--- src/synth_regs_pkg.sv ---
// Constants, field layouts and carrier types for the synthesizer tuning and sync register bank
package synth_regs_pkg;

   // ==========================================================
   // Register addresses on the serial control port
   localparam logic [4:0]  ADDR_OUTPUT_CURRENT = 5'h03;
   localparam logic [4:0]  ADDR_AUTO_INTERVAL  = 5'h04;
   localparam logic [4:0]  ADDR_FREQUENCY      = 5'h07;
   localparam logic [4:0]  ADDR_PHASE          = 5'h08;
   localparam logic [4:0]  ADDR_AMPLITUDE      = 5'h09;
   localparam logic [4:0]  ADDR_SYNC           = 5'h0A;

   // ==========================================================
   // Buffered bank entries, index order
   localparam int          NUM_BANK  = 5;
   localparam int          IDX_CUR   = 0;
   localparam int          IDX_FREQ  = 1;
   localparam int          IDX_PHASE = 2;
   localparam int          IDX_AMP   = 3;
   localparam int          IDX_SYNC  = 4;

   localparam logic [NUM_BANK-1:0][4:0]  BANK_ADDR  = {ADDR_SYNC, ADDR_AMPLITUDE, ADDR_PHASE,
                                                       ADDR_FREQUENCY, ADDR_OUTPUT_CURRENT};
   localparam logic [31:0] RST_OUTPUT_CURRENT = 32'h0000007F;
   localparam logic [31:0] RST_AUTO_INTERVAL  = 32'h0FFFFFFF;
   localparam logic [31:0] RST_ZERO           = 32'h00000000;
   localparam logic [NUM_BANK-1:0][31:0] BANK_RESET = {RST_ZERO, RST_ZERO, RST_ZERO,
                                                       RST_ZERO, RST_OUTPUT_CURRENT};
   // Writable bits; open bits are masked off on write and read back as zero
   localparam logic [31:0] MASK_OUTPUT_CURRENT = 32'h000000FF;
   localparam logic [31:0] MASK_FULL           = 32'hFFFFFFFF;
   localparam logic [31:0] MASK_PHASE          = 32'h0000FFFF;
   localparam logic [31:0] MASK_SYNC           = 32'hFEFCF8F8;
   localparam logic [NUM_BANK-1:0][31:0] BANK_MASK  = {MASK_SYNC, MASK_FULL, MASK_PHASE,
                                                       MASK_FULL, MASK_OUTPUT_CURRENT};

   // ==========================================================
   // Field positions
   localparam int          AMP_RATE_LSB    = 16;
   localparam int          AMP_SCALE_LSB   = 2;
   localparam int          SYNC_VALDLY_LSB = 28;
   localparam int          SYNC_RXEN_BIT   = 27;
   localparam int          SYNC_GENEN_BIT  = 26;
   localparam int          SYNC_POL_BIT    = 25;
   localparam int          SYNC_PRESET_LSB = 18;
   localparam int          SYNC_OUTDLY_LSB = 11;
   localparam int          SYNC_INDLY_LSB  = 3;
   localparam logic [1:0]  KEYING_RAMP     = 2'h3;
   localparam int          DELAY_STEP_PS   = 75;

   // ==========================================================
   // Serial port framing
   localparam int          INSTR_READ_BIT  = 7;
   localparam logic [2:0]  LEN_WORD        = 3'h4;
   localparam logic [2:0]  LEN_HALF        = 3'h2;
   localparam logic [5:0]  INSTR_LAST_BIT  = 6'h07;

   typedef enum logic [1:0] {
      SP_IDLE  = 2'b00,
      SP_INSTR = 2'b01,
      SP_DATA  = 2'b10,
      SP_DONE  = 2'b11
   } serial_state_e;

   typedef struct packed {
      logic [15:0] ramp_rate;
      logic [13:0] scale;
      logic [1:0]  step;
   } amp_ctrl_s;

   typedef struct packed {
      logic [3:0]  validation_delay;
      logic        rx_enable;
      logic        gen_enable;
      logic        gen_polarity;
      logic [5:0]  preset;
      logic [4:0]  out_delay;
      logic [4:0]  in_delay;
   } sync_ctrl_s;

endpackage

--- src/serial_port_shift.sv ---
// Serial control port: pin synchronisers, instruction and data shifting
`timescale 1ns/1ps
module serial_port_shift
(
   input  wire logic        core_clk,
   input  wire logic        reset,
   input  wire logic        sclk_pin,
   input  wire logic        cs_n_pin,
   input  wire logic        sdio_pin,
   input  wire logic [31:0] rd_word,
   input  wire logic [2:0]  xfer_bytes,
   output logic [4:0]       addr,
   output logic [31:0]      wr_data,
   output logic             wr_strobe,
   output logic             sdo,
   output logic             sdo_oe_n
);
   import synth_regs_pkg::*;

   // ==========================================================
   // Pin synchronisers
   logic [1:0]  sclk_sync_ff, cs_sync_ff, sdio_sync_ff;
   logic        sclk_prev_ff;
   always_ff @(posedge core_clk)
   begin
      sclk_sync_ff <= {sclk_sync_ff[0], sclk_pin};
      cs_sync_ff   <= {cs_sync_ff[0], cs_n_pin};
      sdio_sync_ff <= {sdio_sync_ff[0], sdio_pin};
      sclk_prev_ff <= sclk_sync_ff[1];
   end

   wire         sclk_rise = sclk_sync_ff[1] & ~sclk_prev_ff;
   wire         sclk_fall = ~sclk_sync_ff[1] & sclk_prev_ff;
   wire         selected  = ~cs_sync_ff[1];

   // ==========================================================
   // Framing
   serial_state_e state_ff, nxt_state;
   logic [5:0]  cnt_ff;
   logic [31:0] shift_in_ff, shift_out_ff;
   logic        is_read_ff, load_ff, wr_strobe_ff;
   logic [4:0]  addr_ff;

   wire [5:0]   data_last = {xfer_bytes, 3'b000} - 6'h01;
   wire         instr_end = (state_ff == SP_INSTR) && sclk_rise && (cnt_ff == INSTR_LAST_BIT);
   wire         data_end  = (state_ff == SP_DATA) && sclk_rise && (cnt_ff == data_last);
   wire [31:0]  rd_aligned = (xfer_bytes == LEN_HALF) ? {rd_word[15:0], 16'h0000} : rd_word;

   always_comb
   begin
      nxt_state = state_ff;
      case (state_ff)
         SP_IDLE:  nxt_state = selected ? SP_INSTR : SP_IDLE;
         SP_INSTR: nxt_state = instr_end ? SP_DATA : SP_INSTR;
         SP_DATA:  nxt_state = data_end ? SP_DONE : SP_DATA;
         SP_DONE:  nxt_state = SP_DONE;
         default:  nxt_state = SP_IDLE;
      endcase
      if (!selected)
         nxt_state = SP_IDLE;
   end

   always_ff @(posedge core_clk)
   begin
      if (reset)
      begin
         state_ff     <= SP_IDLE;
         cnt_ff       <= 6'h00;
         shift_in_ff  <= 32'h00000000;
         shift_out_ff <= 32'h00000000;
         is_read_ff   <= 1'b0;
         load_ff      <= 1'b0;
         wr_strobe_ff <= 1'b0;
         addr_ff      <= 5'h00;
      end
      else
      begin
         state_ff     <= nxt_state;
         load_ff      <= instr_end;
         wr_strobe_ff <= data_end & ~is_read_ff;
         if (state_ff == SP_IDLE || instr_end)
            cnt_ff <= 6'h00;
         else if (sclk_rise)
            cnt_ff <= cnt_ff + 6'h01;
         if (sclk_rise)
            shift_in_ff <= {shift_in_ff[30:0], sdio_sync_ff[1]};
         if (instr_end)
         begin
            addr_ff    <= {shift_in_ff[3:0], sdio_sync_ff[1]};
            is_read_ff <= shift_in_ff[INSTR_READ_BIT-1];
         end
         // Read data is loaded a cycle after the address settles so the mux output is stable
         if (load_ff)
            shift_out_ff <= rd_aligned;
         // The fall that closes the instruction must not shift, or the host loses the MSB
         else if (sclk_fall && state_ff == SP_DATA && cnt_ff != 6'h00)
            shift_out_ff <= {shift_out_ff[30:0], 1'b0};
      end
   end

   assign addr      = addr_ff;
   assign wr_data   = shift_in_ff;
   assign wr_strobe = wr_strobe_ff;
   assign sdo       = shift_out_ff[31];
   assign sdo_oe_n  = ~(is_read_ff && state_ff == SP_DATA);

endmodule // serial_port_shift

--- src/auto_update_timer.sv ---
// Interval counter that issues automatic transfer strobes
`timescale 1ns/1ps
module auto_update_timer
(
   input  wire logic        core_clk,
   input  wire logic        reset,
   input  wire logic        enable,
   input  wire logic [31:0] interval,
   output logic             update_pulse
);
   logic [31:0] count_ff;
   logic        pulse_ff;
   wire         expired = (count_ff >= interval);

   always_ff @(posedge core_clk)
   begin
      if (reset || !enable)
      begin
         count_ff <= 32'h00000000;
         pulse_ff <= 1'b0;
      end
      else
      begin
         count_ff <= expired ? 32'h00000000 : count_ff + 32'h00000001;
         pulse_ff <= expired;
      end
   end

   assign update_pulse = pulse_ff;

endmodule // auto_update_timer

--- src/synth_tuning_sync_regs.sv ---
// Tuning, amplitude, output-current and multichip sync register bank behind the serial port
//
// Notes on behaviour
// Output current code is eight bits in the low byte, reset 0x7F.
// Update-rate writes act at once, no transfer strobe needed.
// Update-rate value is ignored unless automatic update enable is one.
// Update-rate register is a 32-bit interval count, reset 0x0FFFFFFF.
// Frequency register bits 31..0 form one 32-bit tuning word.
// Phase register bits 15..0 form one 16-bit phase offset.
// Amplitude register bits 15..2 form a 14-bit scale value.
// Amplitude bits 31..16 are ramp rate, used only when keying field is 11.
// Amplitude bits 1..0 are step size, used only when keying field is 11.
// Sync bits 31..28 hold the 4-bit validation skew code, reset zero.
// Sync bit 27 enables the sync clock receiver, reset zero.
// Sync bit 26 enables the sync clock generator, reset zero.
// Sync bit 25 picks generated clock alignment, zero rising, one falling.
// A sync pulse loads the 6-bit preset from sync bits 23..18 while sync bit 27 (receiver enable) is one.
// Sync bits 15..11 hold the 5-bit generator output delay, reset zero.
// Sync bits 7..3 hold the 5-bit receiver input delay, reset zero.
// Open bits ignore writes and read back zero.
`timescale 1ns/1ps
module synth_tuning_sync_regs
(
   input  wire logic                      core_clk,
   input  wire logic                      reset,
   input  wire logic                      sclk,
   input  wire logic                      cs_n,
   input  wire logic                      sdio_in,
   output logic                           sdo,
   output logic                           sdo_oe_n,
   input  wire logic                      io_update_pin,
   input  wire logic                      sync_pulse_pin,
   input  wire logic                      auto_update_enable,
   input  wire logic [1:0]                keying_mode,
   output logic [7:0]                     full_scale_current_code,
   output logic [31:0]                    frequency_word,
   output logic [15:0]                    phase_word,
   output synth_regs_pkg::amp_ctrl_s      amplitude_control,
   output synth_regs_pkg::sync_ctrl_s     sync_control,
   output logic [5:0]                     sync_state,
   output logic                           sync_clk_out,
   output logic                           update_strobe
);
   import synth_regs_pkg::*;

   // ==========================================================
   // Serial port
   logic [4:0]  sp_addr;
   logic [31:0] sp_wr_data;
   logic        sp_wr_strobe;
   logic [31:0] rd_word;
   logic [31:0] rd_mask;
   logic [2:0]  xfer_bytes;

   serial_port_shift u_serial
   (
      .core_clk   (core_clk),
      .reset      (reset),
      .sclk_pin   (sclk),
      .cs_n_pin   (cs_n),
      .sdio_pin   (sdio_in),
      .rd_word    (rd_word),
      .xfer_bytes (xfer_bytes),
      .addr       (sp_addr),
      .wr_data    (sp_wr_data),
      .wr_strobe  (sp_wr_strobe),
      .sdo        (sdo),
      .sdo_oe_n   (sdo_oe_n)
   );

   // The phase register is the only two-byte frame; unmapped addresses take four bytes
   assign xfer_bytes = (sp_addr == ADDR_PHASE) ? LEN_HALF : LEN_WORD;

   // ==========================================================
   // Pin synchronisers for the transfer strobe and the sync pulse
   logic [1:0]  update_sync_ff;
   logic [1:0]  syncp_sync_ff;
   logic        update_prev_ff;
   logic        syncp_prev_ff;
   always_ff @(posedge core_clk)
   begin
      update_sync_ff <= {update_sync_ff[0], io_update_pin};
      syncp_sync_ff  <= {syncp_sync_ff[0], sync_pulse_pin};
      update_prev_ff <= update_sync_ff[1];
      syncp_prev_ff  <= syncp_sync_ff[1];
   end

   wire         pin_update = update_sync_ff[1] & ~update_prev_ff;
   wire         sync_edge  = syncp_sync_ff[1] & ~syncp_prev_ff;

   // ==========================================================
   // Automatic update interval, applied directly without buffering
   logic [31:0] interval_ff;
   logic        timer_pulse;
   wire         interval_hit = sp_wr_strobe && (sp_addr == ADDR_AUTO_INTERVAL);

   always_ff @(posedge core_clk)
   begin
      if (reset)
         interval_ff <= RST_AUTO_INTERVAL;
      else if (interval_hit)
         interval_ff <= sp_wr_data;
   end

   auto_update_timer u_timer
   (
      .core_clk     (core_clk),
      .reset        (reset),
      .enable       (auto_update_enable),
      .interval     (interval_ff),
      .update_pulse (timer_pulse)
   );

   // Either the pin strobe or the timer moves buffered contents into the active set
   wire         transfer = pin_update | timer_pulse;

   // ==========================================================
   // Buffered and active bank entries
   logic [NUM_BANK-1:0][31:0] buf_ff;
   logic [NUM_BANK-1:0][31:0] act_ff;
   logic [NUM_BANK:0][31:0]   rd_chain;
   logic [NUM_BANK:0][31:0]   mask_chain;

   assign rd_chain[0]   = (sp_addr == ADDR_AUTO_INTERVAL) ? interval_ff : 32'h00000000;
   assign mask_chain[0] = (sp_addr == ADDR_AUTO_INTERVAL) ? MASK_FULL : 32'h00000000;

   genvar gi;
   generate
      for (gi = 0; gi < NUM_BANK; gi = gi + 1)
      begin : g_bank
         wire sel    = (sp_addr == BANK_ADDR[gi]);
         wire wr_hit = sp_wr_strobe && sel;

         always_ff @(posedge core_clk)
         begin
            if (reset)
            begin
               buf_ff[gi] <= BANK_RESET[gi];
               act_ff[gi] <= BANK_RESET[gi];
            end
            else
            begin
               if (wr_hit)
                  buf_ff[gi] <= sp_wr_data & BANK_MASK[gi];
               if (transfer)
                  act_ff[gi] <= buf_ff[gi];
            end
         end

         assign rd_chain[gi+1]   = rd_chain[gi] | (sel ? buf_ff[gi] : 32'h00000000);
         assign mask_chain[gi+1] = mask_chain[gi] | (sel ? BANK_MASK[gi] : 32'h00000000);
      end
   endgenerate

   // Unmapped addresses read as zero
   assign rd_word = rd_chain[NUM_BANK];
   assign rd_mask = mask_chain[NUM_BANK];

   // ==========================================================
   // Field extraction from the active set
   wire [31:0]  amp_act   = act_ff[IDX_AMP];
   wire [31:0]  sync_act  = act_ff[IDX_SYNC];
   wire         ramp_mode = (keying_mode == KEYING_RAMP);

   assign full_scale_current_code = act_ff[IDX_CUR][7:0];
   assign frequency_word          = act_ff[IDX_FREQ];
   assign phase_word              = act_ff[IDX_PHASE][15:0];

   amp_ctrl_s   amp_out_ff;
   always_ff @(posedge core_clk)
   begin
      if (reset)
         amp_out_ff <= '0;
      else
      begin
         amp_out_ff.scale     <= amp_act[AMP_SCALE_LSB +: 14];
         // Ramp parameters are forced to zero outside ramped keying
         amp_out_ff.ramp_rate <= ramp_mode ? amp_act[AMP_RATE_LSB +: 16] : 16'h0000;
         amp_out_ff.step      <= ramp_mode ? amp_act[1:0] : 2'h0;
      end
   end
   assign amplitude_control = amp_out_ff;

   assign sync_control.validation_delay = sync_act[SYNC_VALDLY_LSB +: 4];
   assign sync_control.rx_enable        = sync_act[SYNC_RXEN_BIT];
   assign sync_control.gen_enable       = sync_act[SYNC_GENEN_BIT];
   assign sync_control.gen_polarity     = sync_act[SYNC_POL_BIT];
   assign sync_control.preset           = sync_act[SYNC_PRESET_LSB +: 6];
   assign sync_control.out_delay        = sync_act[SYNC_OUTDLY_LSB +: 5];
   assign sync_control.in_delay         = sync_act[SYNC_INDLY_LSB +: 5];

   // ==========================================================
   // Internal sync clock generator state
   // The falling-edge option is modelled as an inversion; true half-cycle timing is analog
   logic [5:0]  sync_state_ff;
   logic        sync_clk_ff;
   logic        update_strobe_ff;
   wire         preset_load = sync_edge && sync_control.rx_enable;

   always_ff @(posedge core_clk)
   begin
      if (reset)
      begin
         sync_state_ff    <= 6'h00;
         sync_clk_ff      <= 1'b0;
         update_strobe_ff <= 1'b0;
      end
      else
      begin
         update_strobe_ff <= transfer;
         if (preset_load)
            sync_state_ff <= sync_control.preset;
         else if (sync_control.gen_enable)
            sync_state_ff <= sync_state_ff + 6'h01;
         sync_clk_ff <= sync_control.gen_enable & (sync_state_ff[5] ^ sync_control.gen_polarity);
      end
   end

   assign sync_state    = sync_state_ff;
   assign sync_clk_out  = sync_clk_ff;
   assign update_strobe = update_strobe_ff;

   // ==========================================================
   // Checks
   AST_CURRENT_RESET: assert property (@(posedge core_clk) disable iff (reset)
      $fell(reset) |-> (full_scale_current_code == RST_OUTPUT_CURRENT[7:0]))
      else $error("output current code not at reset default");

   AST_INTERVAL_IMMEDIATE: assert property (@(posedge core_clk) disable iff (reset)
      (interval_hit && !transfer) |=> (interval_ff == $past(sp_wr_data)))
      else $error("update interval write did not apply at once");

   AST_TIMER_GATED: assert property (@(posedge core_clk) disable iff (reset)
      !auto_update_enable |=> !timer_pulse)
      else $error("automatic update fired while disabled");

   AST_INTERVAL_RESET: assert property (@(posedge core_clk) disable iff (reset)
      $fell(reset) |-> (interval_ff == RST_AUTO_INTERVAL))
      else $error("update interval not at reset default");

   AST_FREQ_TRANSFER: assert property (@(posedge core_clk) disable iff (reset)
      transfer |=> (frequency_word == $past(buf_ff[IDX_FREQ])))
      else $error("frequency word not transferred");

   AST_PHASE_HOLD: assert property (@(posedge core_clk) disable iff (reset)
      !transfer |=> $stable(phase_word))
      else $error("phase word changed without transfer");

   AST_SCALE_FOLLOW: assert property (@(posedge core_clk) disable iff (reset)
      transfer ##1 !transfer |=> (amplitude_control.scale == $past(amp_act[15:2])))
      else $error("amplitude scale does not follow register");

   AST_RAMP_GATED: assert property (@(posedge core_clk) disable iff (reset)
      !ramp_mode |=> (amplitude_control.ramp_rate == 16'h0000))
      else $error("ramp rate passed outside ramped keying");

   AST_STEP_GATED: assert property (@(posedge core_clk) disable iff (reset)
      ramp_mode |=> (amplitude_control.step == $past(amp_act[1:0])))
      else $error("step size not passed in ramped keying");

   AST_SYNC_PRESET: assert property (@(posedge core_clk) disable iff (reset)
      preset_load |=> (sync_state == $past(sync_control.preset)))
      else $error("sync state did not load preset");

   AST_OPEN_BITS_ZERO: assert property (@(posedge core_clk) disable iff (reset)
      (rd_word & ~rd_mask) == 32'h00000000)
      else $error("open bit reads nonzero");

endmodule // synth_tuning_sync_regs

--- config.mk ---
export PLATFORM = sky130hd
export DESIGN_NAME = synth_tuning_sync_regs
export DESIGN_NICKNAME = d
export VERILOG_FILES = /design/src/synth_regs_pkg.sv /design/src/serial_port_shift.sv /design/src/auto_update_timer.sv /design/src/synth_tuning_sync_regs.sv
export SDC_FILE = /design/constraint.sdc
export NUM_CORES = 1
export LEC_CHECK = 0
export ABC_AREA = 1
export BUFFER_PORTS_ARGS = -buffer_cell sky130_fd_sc_hd__buf_4
export CORE_ASPECT_RATIO = 0.9
export CORE_UTILIZATION = 54
export CTS_CLUSTER_DIAMETER = 50
export DETAILED_ROUTE_END_ITERATION = 6
export PLACE_DENSITY = 0.73
export RECOVER_POWER = 100
export REMOVE_ABC_BUFFERS = 1
export SKIP_CTS_REPAIR_TIMING = 1
export SLEW_MARGIN = 20
export SYNTH_ARGS = -nofsm -noshare
export SYNTH_HDL_FRONTEND = slang
export SYNTH_SLANG_ARGS = --single-unit
--- constraint.sdc ---
create_clock -name core_clk -period 1.7 [get_ports core_clk]
set_input_delay 0.085 -clock core_clk [delete_from_list [all_inputs] [get_ports core_clk]]
set_output_delay 0.085 -clock core_clk [all_outputs]
set_load 0.01 [all_outputs]
* Yosys cells after proc, flatten, opt, wreduce, memory -nomap -nowiden
Index checks and enable logic that the tools add are counted.
** Cells by class
- $add $sub $neg :: 4
- Magnitude comparators :: 1
- Equality and inequality tests :: 13
- Mux-type cells :: 15
- Bitwise logic cells :: 20
- Reductions and logical operators :: 25
** Operators by type and width (number)
- two-way mux 32 bit :: 7
- bitwise OR 32 bit :: 3
- adder 32 x 1 -> 32 bit (second input constant) :: 1
- >= comparator 32 bit :: 1
- bitwise OR 32 x 16 -> 32 bit :: 1
- bitwise OR 32 x 8 -> 32 bit :: 1
- two-way mux 16 bit :: 1
- == test 5 x 4 -> 1 bit (second input constant) :: 3
- logical AND 1 bit :: 14
- adder 6 x 1 -> 6 bit (second input constant) :: 2
- two-way mux 6 bit :: 2
- == test 5 x 3 -> 1 bit (second input constant) :: 2
- two-way mux 8 bit :: 1
- one-hot mux 2 bit (4 select lines) :: 1
- OR reduction 2 bit :: 4
- inverter 1 bit :: 7
- AND 1 bit :: 6
- == test 2 bit (second input constant) :: 3
- == test 6 x 3 -> 1 bit (second input constant) :: 1
- == test 6 bit :: 1
- nonzero test 6 bit :: 1
- subtractor 6 x 1 -> 6 bit (second input constant) :: 1
- == test 5 x 2 -> 1 bit (second input constant) :: 1
- nonzero test 2 bit :: 2
- 10 further kinds :: 11
** Storage, ports and cells
- Flip-flop bits (word level) :: 420
- Word-level logic and storage cells :: 113

* Longest topological paths before layout
Gate-level depths: netlist (run 1).
- Depth after elaboration :: 9
- Depth in mapped cells :: 15

* Cells and area by module
Synthesis (run 1) repeated with hierarchy kept, for this count alone.
** Second synthesis, totals
- Cell total of the unflattened synthesis :: 2622
- Area, all modules :: 18949.4 um2
** Modules (own cells, without submodules)
- synth_tuning_sync_regs :: instances 1, cells each 1640, area an instance 12313.1 um2, sequential area each 6005.8 um2
- serial_port_shift :: instances 1, cells each 594, area an instance 4021.4 um2, sequential area each 1741.7 um2
- auto_update_timer :: instances 1, cells each 388, area an instance 2615.0 um2, sequential area each 660.6 um2

* Worst setup path after synthesis (run 1)
No wires, ideal clock.
- Path kind :: register -> register
- Start :: register interval_ff[27]
- End :: register u_timer.count_ff[10]
- Library setup time :: 0.116 ns
- Data arrival time :: 1.552 ns
- Setup slack :: 0.032 ns
- Stages on the path, launching flop included :: 12
- Period minus slack after synthesis :: 1.668 ns
- Cells stage by stage :: dfxtp_1 > inv_1 > ha_1 > nand2_1 > inv_1 > nand3_1 > nor3_1 > nor2b_1 > nand2_1 > nand4_1 > buf_2 > nor2_1
** On the way
- Word-level cells in the longest chain between the ends :: 2
** Ends and longest elaborated chain
- start, declared :: line synth_tuning_sync_regs.sv:93 : logic [31:0] interval_ff;
- start signal, assigned :: line synth_tuning_sync_regs.sv:102 : interval_ff <= sp_wr_data;
- >= comparator 32 bit :: line auto_update_timer.sv:13 : wire expired = (count_ff >= interval);
- OR reduction 2 bit (no source line)
- end signal, assigned :: line auto_update_timer.sv:24 : count_ff <= expired ? 32'h00000000 : count_ff + 32'h00000001;
- end, declared :: line auto_update_timer.sv:11 : logic [31:0] count_ff;
Every way passes these cells.
A chain may end at the register's enable or synchronous reset.

* Worst setup path after layout (run 1)
- Start :: register interval_ff[18]
- End :: register u_timer.count_ff[23]
The elaborated chain is that of the path after synthesis.

==> metrics.md, run 1 <==
| Metric | Value |
|---|---|
| Dominant cells by area after synthesis | dfxtp_1, o21ai_0, nor2_1 |
| Setup Viol. Count Final | 75 |
| Mux cell area share after synthesis | 0 |
| Clock Skew | between 0.015 and 0.02 ns |
| Hold path depth | 4 |
| Pre-CTS setup slack | -0.179 ns |
| Critical path peak fanout | 8 |
| Part of the power in combinational logic | 0.044 |
| Post-route design area | 20600 um^2 |
| Root Driver | clkbuf_16 |
| R2R setup slack | -0.27 ns |
| Power per cell area | 1010 nW/um^2 |
| Clk slew on worst S/H paths | 0.06 ns |
| Register bit total from synthesis | 420 |
| Antenna Cells | 0 |
| Post-route ant nets | 0 |
| Clk network pwr share | 0.463 |
| Final hold violations | 0 |
| CTS tree | yes |
| Leading area contributor after synthesis | dfxtp_1 |
| Slew @ Worst Pin | 0.692 ns |
| Post-route minimum period | between 1.5 and 2 ns |
| Post-synthesis adder-cell area fraction | 0.0260 |
| Grt ovf | 0 |
| Worst Reg-to-Reg Cells | 13 |
| Worst path required time | 2.17 ns |
| CTS sink cnt | 420 |
| Pint | 16100 uW |
| Maximum root-to-sink buffer count | 3 |
| WL/cell | 17.4 um |
| First DRT Iteration DRCs | 1457 |
| Syn_area_per_cell | between 7 and 8 um^2 |
| First-pass GRT wire length | 74.9 mm |
| DRC | 0 |
| Buffers on Ports | 130 |
| HPWL Detailed | 34.0 mm |
| Distinct cell type count after synthesis | 41 |
| WHS Endpoint | amplitude_control[27]$_SDFF_PP0_ |
| Max Clock Freq | 509 MHz |
| Via density | 5.52 |
| Startpoint Class | register |
| Die width | 191 um |
| Vias in the first global route | around 14000 |
| CTS buffer count | 45 |
| Layout cell share with drive strength beyond 1 | 0.146 |
| IO Pins | ~130 |
| Post-Synthesis Cell Area | 17300 um^2 |
| Post-synth EDFFs | 0 |
| Routability Congestion | 0.909 |
| CP Capture Type | register |
| FF-to-FF Start | interval_ff[18]$_SDFFE_PP1P_ |
| Area fraction of the dominant cell type after synthesis | 0.486 |
| Cells after Synth | 2266 |
| Initial Util | 0.554 |
| Lkg Pwr | between 0.008 and 0.009 uW |
| Tcrit/Tclk final | 1.16 |
| Critical path arrival | 2.44 ns |
| Final Max Tran Viols | 0 |
| Ys Warns | 0 |
| Core area | 31200 um^2 |
| Sw frac | 0.231 |
| Max VDD drop | 0.728 mV |
| Outcome | finished with violations |
| Failing checks | setup timing |
| # nets final | 2443 |
| Sequential share of power | 0.493 |
| Clk_lat worst skew | approximately 0.55 ns |
| Synth Area in XOR/XNOR | 0.0167 |
| # H-tree levels | 2 |
| Pin count of the biggest net entering global routing | 90 |
| Fill count | 2685 |
| Placed cell areas | 18900 um^2 |
| Tot GR Track Use | 0.289 |
| Via Count | roughly 16000 |
| Initial antenna violation count | 0 |
| Seq/Total Area, Yosys | 0.486 |
| R2R Path End | u_timer.count_ff[23]$_SDFF_PP0_ |
| Synth Area in Simple Gates | 0.182 |
| Hold_sp | keying_mode[1] |
| Die Ht | 172 um |
| Most frequent cell after synthesis | dfxtp_1 |
| Commonest cells in the netlist | dfxtp_1, nor2_1, o21ai_0, nand2_1, a21oi_1 |
| DIE AREA | 32800 um^2 |
| Std-Cell Rows | 61 |
| Main combinational cell family by area after synthesis | simple AND/OR/NAND/NOR gates |
| Synth Area in Compound Gates | 0.179 |
| Sw Pwr | about 4800 uW |
| Routed WL | 49.4 mm |
| MaxCap Viol Count | 0 |
| Tightest Hold Check Type | in2reg |
| Fin worst setup slack | -0.266 ns |
| Top FF cell, synth | dfxtp_1 |
| Critical path class | reg2reg |
| Max_slew headroom | 0.538 |
| Share of flip-flops with an asynchronous set or reset | 0 |
| DRT Pass-1 Iters | 7 |
| Area Overhead vs Synth | 18.9% |
| RSZ-0062 raised after global routing | yes |
-- per-stage QoR --
step                power (uW)  utilization  TNS (ns)  cells  hold slack, ns
detailed placement       11500        0.606     -7.18   2732           0.191
floorplan                11000            -   -832.99   2065           0.113
global route             21500        0.659    -21.92   2835          0.0199
global placement         11400        0.606     -4.60   2732           0.190
finish                   20900        0.659     -7.79   2835         0.00761
CTS                      21000        0.652     -7.93   2808          -0.372
-- worst max-delay path by stage --
stage | from | endpoint | cells after the start
final | interval_ff[18]$_SDFFE_PP1P_ | u_timer.count_ff[23]$_SDFF_PP0_ | 13
after global routing | interval_ff[18]$_SDFFE_PP1P_ | u_timer.count_ff[2]$_SDFF_PP0_ | 13
after CTS | interval_ff[27]$_SDFFE_PP1P_ | u_timer.count_ff[27]$_SDFF_PP0_ | 11
after detailed placement | interval_ff[27]$_SDFFE_PP1P_ | u_timer.count_ff[27]$_SDFF_PP0_ | 11
after global placement | interval_ff[27]$_SDFFE_PP1P_ | u_timer.count_ff[0]$_SDFF_PP0_ | 11
after floorplan | update_sync_ff[1]$_DFF_P_ | frequency_word[11]$_SDFFE_PP0P_ | 4
-- placed cells by master, fill, tap and decap left out, types with 3 or more instances in the layout --
cell type and instances:
dfxtp_2 14, inv_1 192, nand3b_1 5, a31oi_1 3
buf_12 16, clkbuf_2 10, inv_2 18, dfxtp_1 405
nor3_1 19, o22ai_1 12, clkbuf_8 6, nand3_1 79
clkbuf_16 52, o22ai_2 6, o21ai_1 37, xor2_1 21
a21oi_1 223, inv_6 5, o211ai_1 14, ha_1 26
nor2_4 9, clkinvlp_4 5, clkbuf_4 12, nor2_2 30
inv_8 3, nand2_4 3, o21ai_0 290, clkbuf_1 134
xnor2_1 12, buf_6 5, a21oi_2 5, nand2_2 11
ha_4 10, buf_4 105, dlygate4sd3_1 6, nand4_1 10
nor2_1 307, nand2_1 271, nand3_2 6
-- flip-flops by register name (all words and copies together) (netlist names), 5 cells and up --
| signal | count |
|---|---|
| buf_ff | 111 |
| full_scale_current_code | 8 |
| u_serial.addr | 5 |
| u_serial.wr_data | 32 |
| sync_act | 23 |
| frequency_word | 32 |
| u_serial.shift_out_ff | 32 |
| sync_state | 6 |
| u_timer.count_ff | 32 |
| amp_act | 32 |
| phase_word | 16 |
| amplitude_control | 32 |
| interval_ff | 32 |
| u_serial.cnt_ff | 6 |
-- layer usage --
| layer | routed length (um) | track usage | vias to the layer above |
|---|---|---|---|
| met4 | 1290 | 0.0783 | 0 |
| met1 | 21300 | 0.396 | 7327 |
| li1 | - | - | 7595 |
| met5 | 0 | 0 | - |
| met3 | 4170 | 0.0488 | 97 |
| met2 | 22700 | 0.469 | 640 |
-- power by group through the flow --
stage / clock, uW / combinational, uW / sequential [uW]
floorplan: 0 / 479 / 10500
global placement: 0 / 948 / 10500
detailed placement: 0 / 971 / 10500
CTS: 9760 / 977 / 10300
global route: 10200 / 1030 / 10300
finish: 9670 / 913 / 10300
-- worst max-delay path, stage by stage (launching register included) --
cell	delay, ns
dfxtp_1	0.31
inv_1	0.07
ha_1	0.31
nand2_1	0.08
inv_1	0.06
nand2_1	0.07
nand2_1	0.05
nand2_1	0.05
nand2_1	0.07
a21oi_2	0.15
nand4_1	0.21
buf_6	0.21
clkbuf_16	0.16
nor2_1	0.10
-- cell families (layout without fill, tap and decap cells) --
logic type | Yosys count | in the layout
and+or+nand+nor | 761 | 761
AOI/OAI and AO/OA | 600 | 600
xor gates and xnor gates | 33 | 33
buffers and inverters | 416 | 576
DFF | 420 | 420
adders and majority gates | 36 | 36
-- cell type report --
type | count | area, um^2 | area share
clock buffers | 63 | 1300 | 0.0630
clock inverters | 13 | 158 | 0.00766
inverters | 215 | 826 | 0.0401
multi-input cells | 1430 | 7380 | 0.359
flip-flops and latches | 420 | 8430 | 0.410
well taps | 409 | 512 | 0.0249
repair buffers | 285 | 1980 | 0.0960
Note: power is estimated with default switching activity, not from simulation.
==> run 2, diff against run 1 <==
--- a/config.mk
+++ b/config.mk
@@ -5,7 +5,7 @@
 export SDC_FILE = /design/constraint.sdc
 export NUM_CORES = 1
 export LEC_CHECK = 0
-export ABC_AREA = 1
+export ABC_CLOCK_PERIOD_IN_PS = 1700
 export BUFFER_PORTS_ARGS = -buffer_cell sky130_fd_sc_hd__buf_4
 export CORE_ASPECT_RATIO = 0.9
 export CORE_UTILIZATION = 54
==> run 2 against run 1 <==
Effect of this change:
- the flow still finishes with violations (setup timing)
- die area shrank 0.97%
- core utilization rose by 3.7 points
- setup slack worse by 0.30 ns
- critical path type unchanged
- final cell count decreased by 7.3%
==> metrics.md, run 2 <==
| Metric | Value |
|---|---|
| Syn_area_per_cell | 8.43 um^2 (+10%) |
| Post-route ant nets | 0 (unchanged) |
| Grt ovf | 0 (unchanged) |
| Tightest Hold Check Type | in2reg |
| Via Count | 15700 (-0.019%) |
| Sw Pwr | 4460 uW (-7.4%) |
| Commonest cells in the netlist | nand2_1, dfxtp_1, a21oi_1, clkbuf_1, buf_4 |
| Seq/Total Area, Yosys | 0.491 (+0.00482) |
| Worst path required time | 2.15 ns (-0.02 ns) |
| Die Ht | 171 um (-0.49%) |
| Antenna Cells | 0 (unchanged) |
| HPWL Detailed | 32.1 mm (-5.4%) |
| R2R Path End | u_timer.update_pulse$_SDFF_PP0_ |
| Power per cell area | 932 nW/um^2 (-8.1%) |
| Pint | 15700 uW (-2.2%) |
| Via density | 5.96 (+7.9%) |
| Slew @ Worst Pin | 0.935 ns (+0.243 ns) |
| Pin count of the biggest net entering global routing | 74 (-18%) |
| Worst Reg-to-Reg Cells | 7 (-6) |
| Distinct cell type count after synthesis | 60 (+46%) |
| CTS buffer count | 44 (-2.2%) |
| Buffers on Ports | 130 (unchanged) |
| Clock Skew | 0.0161 ns (-0.00239 ns) |
| DRT Pass-1 Iters | 6 (-1) |
| Max_slew headroom | 0.377 (-0.162) |
| Hold_sp | cs_n |
| Largest Register | buf_ff |
| DRC | 0 (unchanged) |
| Lkg Pwr | 0.00853 uW (+3.7%) |
| Leading cell type in the layout, fill and taps excluded | nand2_1 |
| CTS sink cnt | 420 (unchanged) |
| Max FFs per register | 111 (unchanged) |
| Max Clock Freq | 441 MHz (-13%) |
| Fin worst setup slack | -0.566 ns (-0.300 ns) |
| WHS Endpoint | u_serial.cs_sync_ff[0]$_DFF_P_ |
| Post-route minimum period | 2.27 ns (+0.300 ns) |
| Most frequent cells in the layout | nand2_1, dfxtp_1, a21oi_1 |
| Sw frac | 0.221 (-0.00952) |
| Clk slew on worst S/H paths | 0.06 ns (about the same) |
| Final Max Tran Viols | 0 (unchanged) |
| Share of flip-flops with an asynchronous set or reset | 0 (unchanged) |
| CTS tree | yes |
| Ys Warns | 0 (unchanged) |
| Critical path peak fanout | 6 (-2) |
| Startpoint Class | register |
| Sequential share of power | 0.493 (about the same) |
| Top FF cell, synth | dfxtp_1 |
| Layout cell share with drive strength beyond 1 | 0.221 (+0.0758) |
| Area fraction of the dominant cell type after synthesis | 0.491 (+0.00482) |
| Clk_lat worst skew | 0.56 ns (about the same) |
| Routability Congestion | 0.911 (+0.24%) |
| Final hold violations | 0 (unchanged) |
| Initial antenna violation count | 0 (unchanged) |
| Critical path class | reg2reg |
| Area Overhead vs Synth | 26.2% |
| Register bit total from synthesis | 420 (unchanged) |
| Setup Viol. Count Final | 209 (+180%) |
| Post-synth EDFFs | 0 (unchanged) |
| Leading area contributor after synthesis | dfxtp_1 |
| Tcrit/Tclk final | 1.33 (+0.177) |
| Die width | 190 um (-0.49%) |
| Vias in the first global route | 14200 (-0.43%) |
| # H-tree levels | 2 (unchanged) |
| IO Pins | 131 (unchanged) |
| Outcome | finished with violations |
| Hold path depth | 2 (-2) |
| Pre-CTS setup slack | -0.506 ns (-0.327 ns) |
| Maximum root-to-sink buffer count | 3 (unchanged) |
| First-pass GRT wire length | 74.8 mm (-0.17%) |
| Initial Util | 0.552 (-0.00275) |
| Root Driver | clkbuf_16 |
| Cells after Synth | 2033 (-10%) |
| Clk network pwr share | 0.482 (+0.019) |
| R2R setup slack | -0.57 ns (-0.30 ns) |
| Std-Cell Rows | 61 (unchanged) |
| DIE AREA | 32500 um^2 (-0.97%) |
| Most frequent cell after synthesis | nand2_1 |
| Core area | 31100 um^2 (-0.49%) |
| Part of the power in combinational logic | 0.025 (-0.019) |
| WL/cell | 20.5 um (+17%) |
| Tot GR Track Use | 0.291 (+0.00254) |
| Max VDD drop | 0.837 mV (+15%) |
| Critical path arrival | 2.71 ns (+0.27 ns) |
| CP Capture Type | register |
| FF-to-FF Start | interval_ff[2]$_SDFFE_PP1P_ |
| Placed cell areas | 19000 um^2 (+0.34%) |
| Post-Synthesis Cell Area | 17100 um^2 (-0.98%) |
| MaxCap Viol Count | 0 (unchanged) |
| RSZ-0062 raised after global routing | yes |
| Failing checks | setup timing |
| Dominant cells by area after synthesis | dfxtp_1, nand2_1, a21oi_1 |
| Routed WL | 53.8 mm (+8.8%) |
| # nets final | 2233 (-8.6%) |
| First DRT Iteration DRCs | 1818 (+25%) |
| Post-route design area | 21600 um^2 (+5.1%) |
==> run 2: changes by cell type after synthesis, moves of 16 or more <==
cell	change
o21ai_0	-300
nor2_1	-292
nand2_1	+273
inv_1	-168
nand3_1	-42
nand3b_1	+32
a21oi_1	+31
a22oi_1	+30
and2_1	+23
o22ai_1	-20
a211oi_1	+19
and3_1	+19
nor3_1	+16
==> run 2: layout make-up <==
cell class                      count  area [um^2]
Fill cell                        2362         9440
Multi-Input combinational cell   1345         8360
Inverter                           40          150
Sequential cell                   420         8430
Clock inverter                     18          194
Timing Repair Buffer              336         2730
Clock buffer                       60         1250
Tap cell                          409          512
==> run 2: critical path: stages, from the launching register on <==
cell and delay, ns:
dfxtp_1 0.34, inv_1 0.07, ha_1 0.30, o21ai_0 0.37, a2111oi_4 0.13, o41a_4 0.58
buf_12 0.18, o21ba_4 0.18
==> run 2: per-layer routing <==
layer	track usage	wire, um	part of all wire	vias to the layer above
li1	-	-	-	7134
met1	0.392	21700	0.40	7484
met2	0.471	24300	0.45	835
met3	0.0443	5000	0.093	203
met4	0.114	2760	0.051	0
met5	0	0	0	-
==> run 2: power by group through the flow <==
stage	registers [uW]	logic [uW]	clock network [uW]
2_1_floorplan	10200	160	0
3_3_place_gp	10200	478	0
3_5_place_dp	10200	484	0
4_1_cts	9930	488	9760
5_1_grt	9930	548	10100
6_report	9930	513	9710
==> run 2: worst max-delay path by stage <==
stage / startpoint / to
floorplan: update_prev_ff$_DFF_P_ / amp_act[10]$_SDFFE_PP0P_
global placement: u_timer.count_ff[0]$_SDFF_PP0_ / u_timer.update_pulse$_SDFF_PP0_
detailed placement: u_timer.count_ff[0]$_SDFF_PP0_ / u_timer.update_pulse$_SDFF_PP0_
CTS: u_timer.count_ff[0]$_SDFF_PP0_ / u_timer.count_ff[10]$_SDFF_PP0_
global route: interval_ff[2]$_SDFFE_PP1P_ / u_timer.count_ff[7]$_SDFF_PP0_
finish: interval_ff[2]$_SDFFE_PP1P_ / u_timer.update_pulse$_SDFF_PP0_
==> run 2: cell families after synthesis <==
kind of cell	Yosys count	synth area share
AOI/OAI and AO/OA	431	0.157
xor gates and xnor gates	39	0.0199
adders and majority gates	36	0.0263
buffers and inverters	268	0.0807
DFF	420	0.491
muxes	26	0.0161
and+or+nand+nor	813	0.209
==> run 2: metrics by stage <==
| step | TNS, ns | std cells | total power (uW) | utilization | hold slack (ns) |
|---|---|---|---|---|---|
| after global placement | -23.60 | 2515 | 10600 | 0.611 | 0.190 |
| after detailed placement | -29.80 | 2515 | 10600 | 0.611 | 0.191 |
| after CTS | -32.92 | 2593 | 20200 | 0.657 | -0.383 |
| after global routing | -62.99 | 2628 | 20600 | 0.696 | 0.188 |
| after floorplan | -480.99 | 1805 | 10300 | - | 0.113 |
| final | -48.19 | 2628 | 20200 | 0.696 | 0.191 |
==> run 3, diff against run 2 <==
--- a/config.mk
+++ b/config.mk
@@ -18,4 +18,5 @@
 export SLEW_MARGIN = 20
 export SYNTH_ARGS = -nofsm -noshare
 export SYNTH_HDL_FRONTEND = slang
+export SYNTH_HIERARCHICAL = 1
 export SYNTH_SLANG_ARGS = --single-unit
==> run 3 against run 2 <==
Effect of this change:
- the run ends with DRC, setup timing left
- clock skew rose by 0.0091 ns
- synthesized area rose by 4.6%
- core utilization rose by 0.49 points
- clock-buffer cell count rose by 4
- global-route usage fell by 0.89 points
- non-clock buffer count rose by 20
- wire length rose by 1.5%
- combinational power rose by 14%
- design area rose by 4.6%
- critical path depth rose by 2
- final cell count rose by 6.0%
- critical path type unchanged
- largest power group is now the clock network
==> metrics.md, run 3 <==
| Metric | Value |
|---|---|
| Outcome | finished with violations |
| Failing checks | DRC, setup timing |
| Worst path required time | 2.18 ns (+0.03 ns) |
| Crit path launch | u_serial/addr[0]$_SDFFE_PP0P_ |
| Routability Congestion | 0.927 (+1.7%) |
| Most frequent cell after synthesis | nand2_1 |
| CP Capture Type | register |
| Max Clock Freq | 450 MHz (+1.9%) |
| Dominant cells by area after synthesis | dfxtp_1, nand2_1, a21oi_1 |
| Leading cell type in the layout, fill and taps excluded | nand2_1 |
| Tcrit/Tclk final | 1.31 (-0.0249) |
| Ys Warns | 6 (+6) |
| FF-to-FF Start | u_serial/addr[0]$_SDFFE_PP0P_ |
| Most frequent cells in the layout | nand2_1, dfxtp_1, a21oi_1 |
| Cells after Synth | 2151 (+5.8%) |
| Syn_area_per_cell | 8.33 um^2 (-1.1%) |
| DIE AREA | 33900 um^2 (+4.5%) |
| Startpoint Class | register |
| Tot GR Track Use | 0.282 (-0.00895) |
| Power per cell area | 921 nW/um^2 (-1.1%) |
| Tightest Hold Check Type | in2reg |
| Critical path class | reg2reg |
| Lkg Pwr | 0.00852 uW (-0.15%) |
| Largest Register | buf_ff |
| Area fraction of the dominant cell type after synthesis | 0.469 (-0.0216) |
| Pre-CTS setup slack | -0.487 ns (+0.0193 ns) |
| # H-tree levels | 2 (unchanged) |
| Post-route ant nets | 0 (unchanged) |
| Vias in the first global route | 14900 (+5.0%) |
| Clk_lat worst skew | 0.56 ns (about the same) |
| Worst Reg-to-Reg Cells | 9 (+2) |
| Critical path peak fanout | 11 (+5) |
| CTS buffer count | 44 (unchanged) |
| Initial antenna violation count | 0 (unchanged) |
| Fin worst setup slack | -0.524 ns (+0.0423 ns) |
| CP endpoint | u_serial/shift_out_ff[23]$_SDFFE_PP0P_ |
| Grt ovf | 0 (unchanged) |
| Area Overhead vs Synth | 26.2% (about the same) |
| Setup Viol. Count Final | 191 (-8.6%) |
| R2R Path End | u_serial/shift_out_ff[23]$_SDFFE_PP0P_ |
| Post-synth EDFFs | 0 (unchanged) |
| Root Driver | clkbuf_16 |
| First-pass GRT wire length | 78.0 mm (+4.3%) |
| Hold path depth | 2 (unchanged) |
| RSZ-0062 raised after global routing | yes |
| Fill count | 2451 (+3.8%) |
| Clock Skew | 0.0252 ns (+0.00912 ns) |
| Slew @ Worst Pin | 1.02 ns (+0.0875 ns) |
| TNS Setup | -36.28 ns (+11.91 ns) |
| Pin count of the biggest net entering global routing | 76 (+2.7%) |
| DRC | 4 (+4) |
| R2R setup slack | -0.52 ns (+0.04 ns) |
| Post-route minimum period | 2.22 ns (-0.0423 ns) |
| Std-Cell Rows | 62 (+1.6%) |
| Post-Synthesis Cell Area | 17900 um^2 (+4.6%) |
| Buffers on Ports | 130 (unchanged) |
| Via Count | 16400 (+4.6%) |
| Final Max Tran Viols | 0 (unchanged) |
| MaxCap Viol Count | 0 (unchanged) |
| DRT Pass-1 Iters | 7 (+1) |
| Die Ht | 175 um (+2.2%) |
| Via density | 5.88 (-1.3%) |
| CTS sink cnt | 420 (unchanged) |
| Max FFs per register | 111 (unchanged) |
| IO Pins | 131 (unchanged) |
| Antenna Cells | 0 (unchanged) |
| Hold Slack | 0.198 ns (+0.00746 ns) |
| Commonest cells in the netlist | nand2_1, dfxtp_1, a21oi_1, clkbuf_1, nor2_1 |
| First DRT Iteration DRCs | 1906 (+4.8%) |
| Leading area contributor after synthesis | dfxtp_1 |
| Core area | 32300 um^2 (+3.9%) |
| HPWL Detailed | 33.0 mm (+2.7%) |
| Layout cell share with drive strength beyond 1 | 0.220 (-0.00177) |
| Top FF cell, synth | dfxtp_1 |
| Max VDD drop | 0.922 mV (+10%) |
| Clk slew on worst S/H paths | 0.06 ns (about the same) |
| Final hold violations | 0 (unchanged) |
| Routed WL | 54.6 mm (+1.5%) |
| WL/cell | 19.6 um (-4.2%) |
| Distinct cell type count after synthesis | 75 (+25%) |
| Seq/Total Area, Yosys | 0.469 (-0.0216) |
| Register bit total from synthesis | 420 (unchanged) |
| Max_slew headroom | 0.318 (-0.0584) |
| Die width | 194 um (+2.2%) |
| Maximum root-to-sink buffer count | 3 (unchanged) |
| Critical path arrival | 2.70 ns (about the same) |
| # nets final | 2382 (+6.7%) |
| CTS tree | yes |
| Share of flip-flops with an asynchronous set or reset | 0 (unchanged) |
| Initial Util | 0.555 (+0.00378) |
run 3: metal layers:
metal / vias up / GRT usage / share of wire
met2: 853 / 0.472 / 0.47
met5: - / 0 / 0
met4: 0 / 0.0919 / 0.032
li1: 7522 / - / -
met1: 7863 / 0.378 / 0.42
met3: 143 / 0.0371 / 0.081
run 3: cells by family after synthesis:
kind of cell,count (synthesis),synth area share
buffers and inverters,293,0.0824
xor gates and xnor gates,40,0.0195
AOI/OAI and AO/OA,422,0.151
muxes,34,0.0190
other,1,0.000209
DFF,420,0.469
and+or+nand+nor,903,0.232
adders and majority gates,38,0.0265
run 3: final cells by class:
type / count / area, um^2 / area share
multi-input cells: 1441 / 8960 / 0.396
flip-flops and latches: 420 / 8440 / 0.373
repair buffers: 356 / 2860 / 0.127
clock buffers: 64 / 1310 / 0.0578
well taps: 416 / 520 / 0.0230
inverters: 71 / 267 / 0.0118
clock inverters: 17 / 262 / 0.0116
run 3: through the flow:
stage | cell area, um^2 | utilization | cells | total power [uW]
3_3_place_gp | 19900 | 0.617 | 2651 | 10700
4_1_cts | 21500 | 0.666 | 2732 | 20900
3_5_place_dp | 19900 | 0.617 | 2651 | 10700
2_1_floorplan | 16700 | - | 1930 | 10300
5_1_grt | 22600 | 0.701 | 2785 | 21400
6_report | 22600 | 0.701 | 2785 | 20800
run 3: power by group:
group	internal [uW]	leakage (uW)	switching, uW	total, uW
Clock	6280	0.000762	4040	10300
Combinational	194	0.00436	392	586
Sequential	9900	0.00339	30.7	9930
run 3: worst min path at each step:
stage | slack, ns | endpoint | start
floorplan | 0.11 | syncp_sync_ff[0]$_DFF_P_ | sync_pulse_pin
global placement | 0.19 | update_sync_ff[0]$_DFF_P_ | io_update_pin
detailed placement | 0.19 | u_serial/cs_sync_ff[0]$_DFF_P_ | cs_n
CTS | -0.38 | u_serial/cs_sync_ff[0]$_DFF_P_ | cs_n
global route | 0.21 | syncp_sync_ff[0]$_DFF_P_ | sync_pulse_pin
finish | 0.20 | u_serial/sdio_sync_ff[0]$_DFF_P_ | sdio_in
run 3: critical path: stages (launching register included):
cell and delay, ns:
dfxtp_2 0.34, or4b_4 0.56, buf_6 0.18, nor2_4 0.18, buf_6 0.18, a222oi_1 0.10, nand2_1 0.10, inv_1 0.05
a311o_1 0.30, mux2i_1 0.15
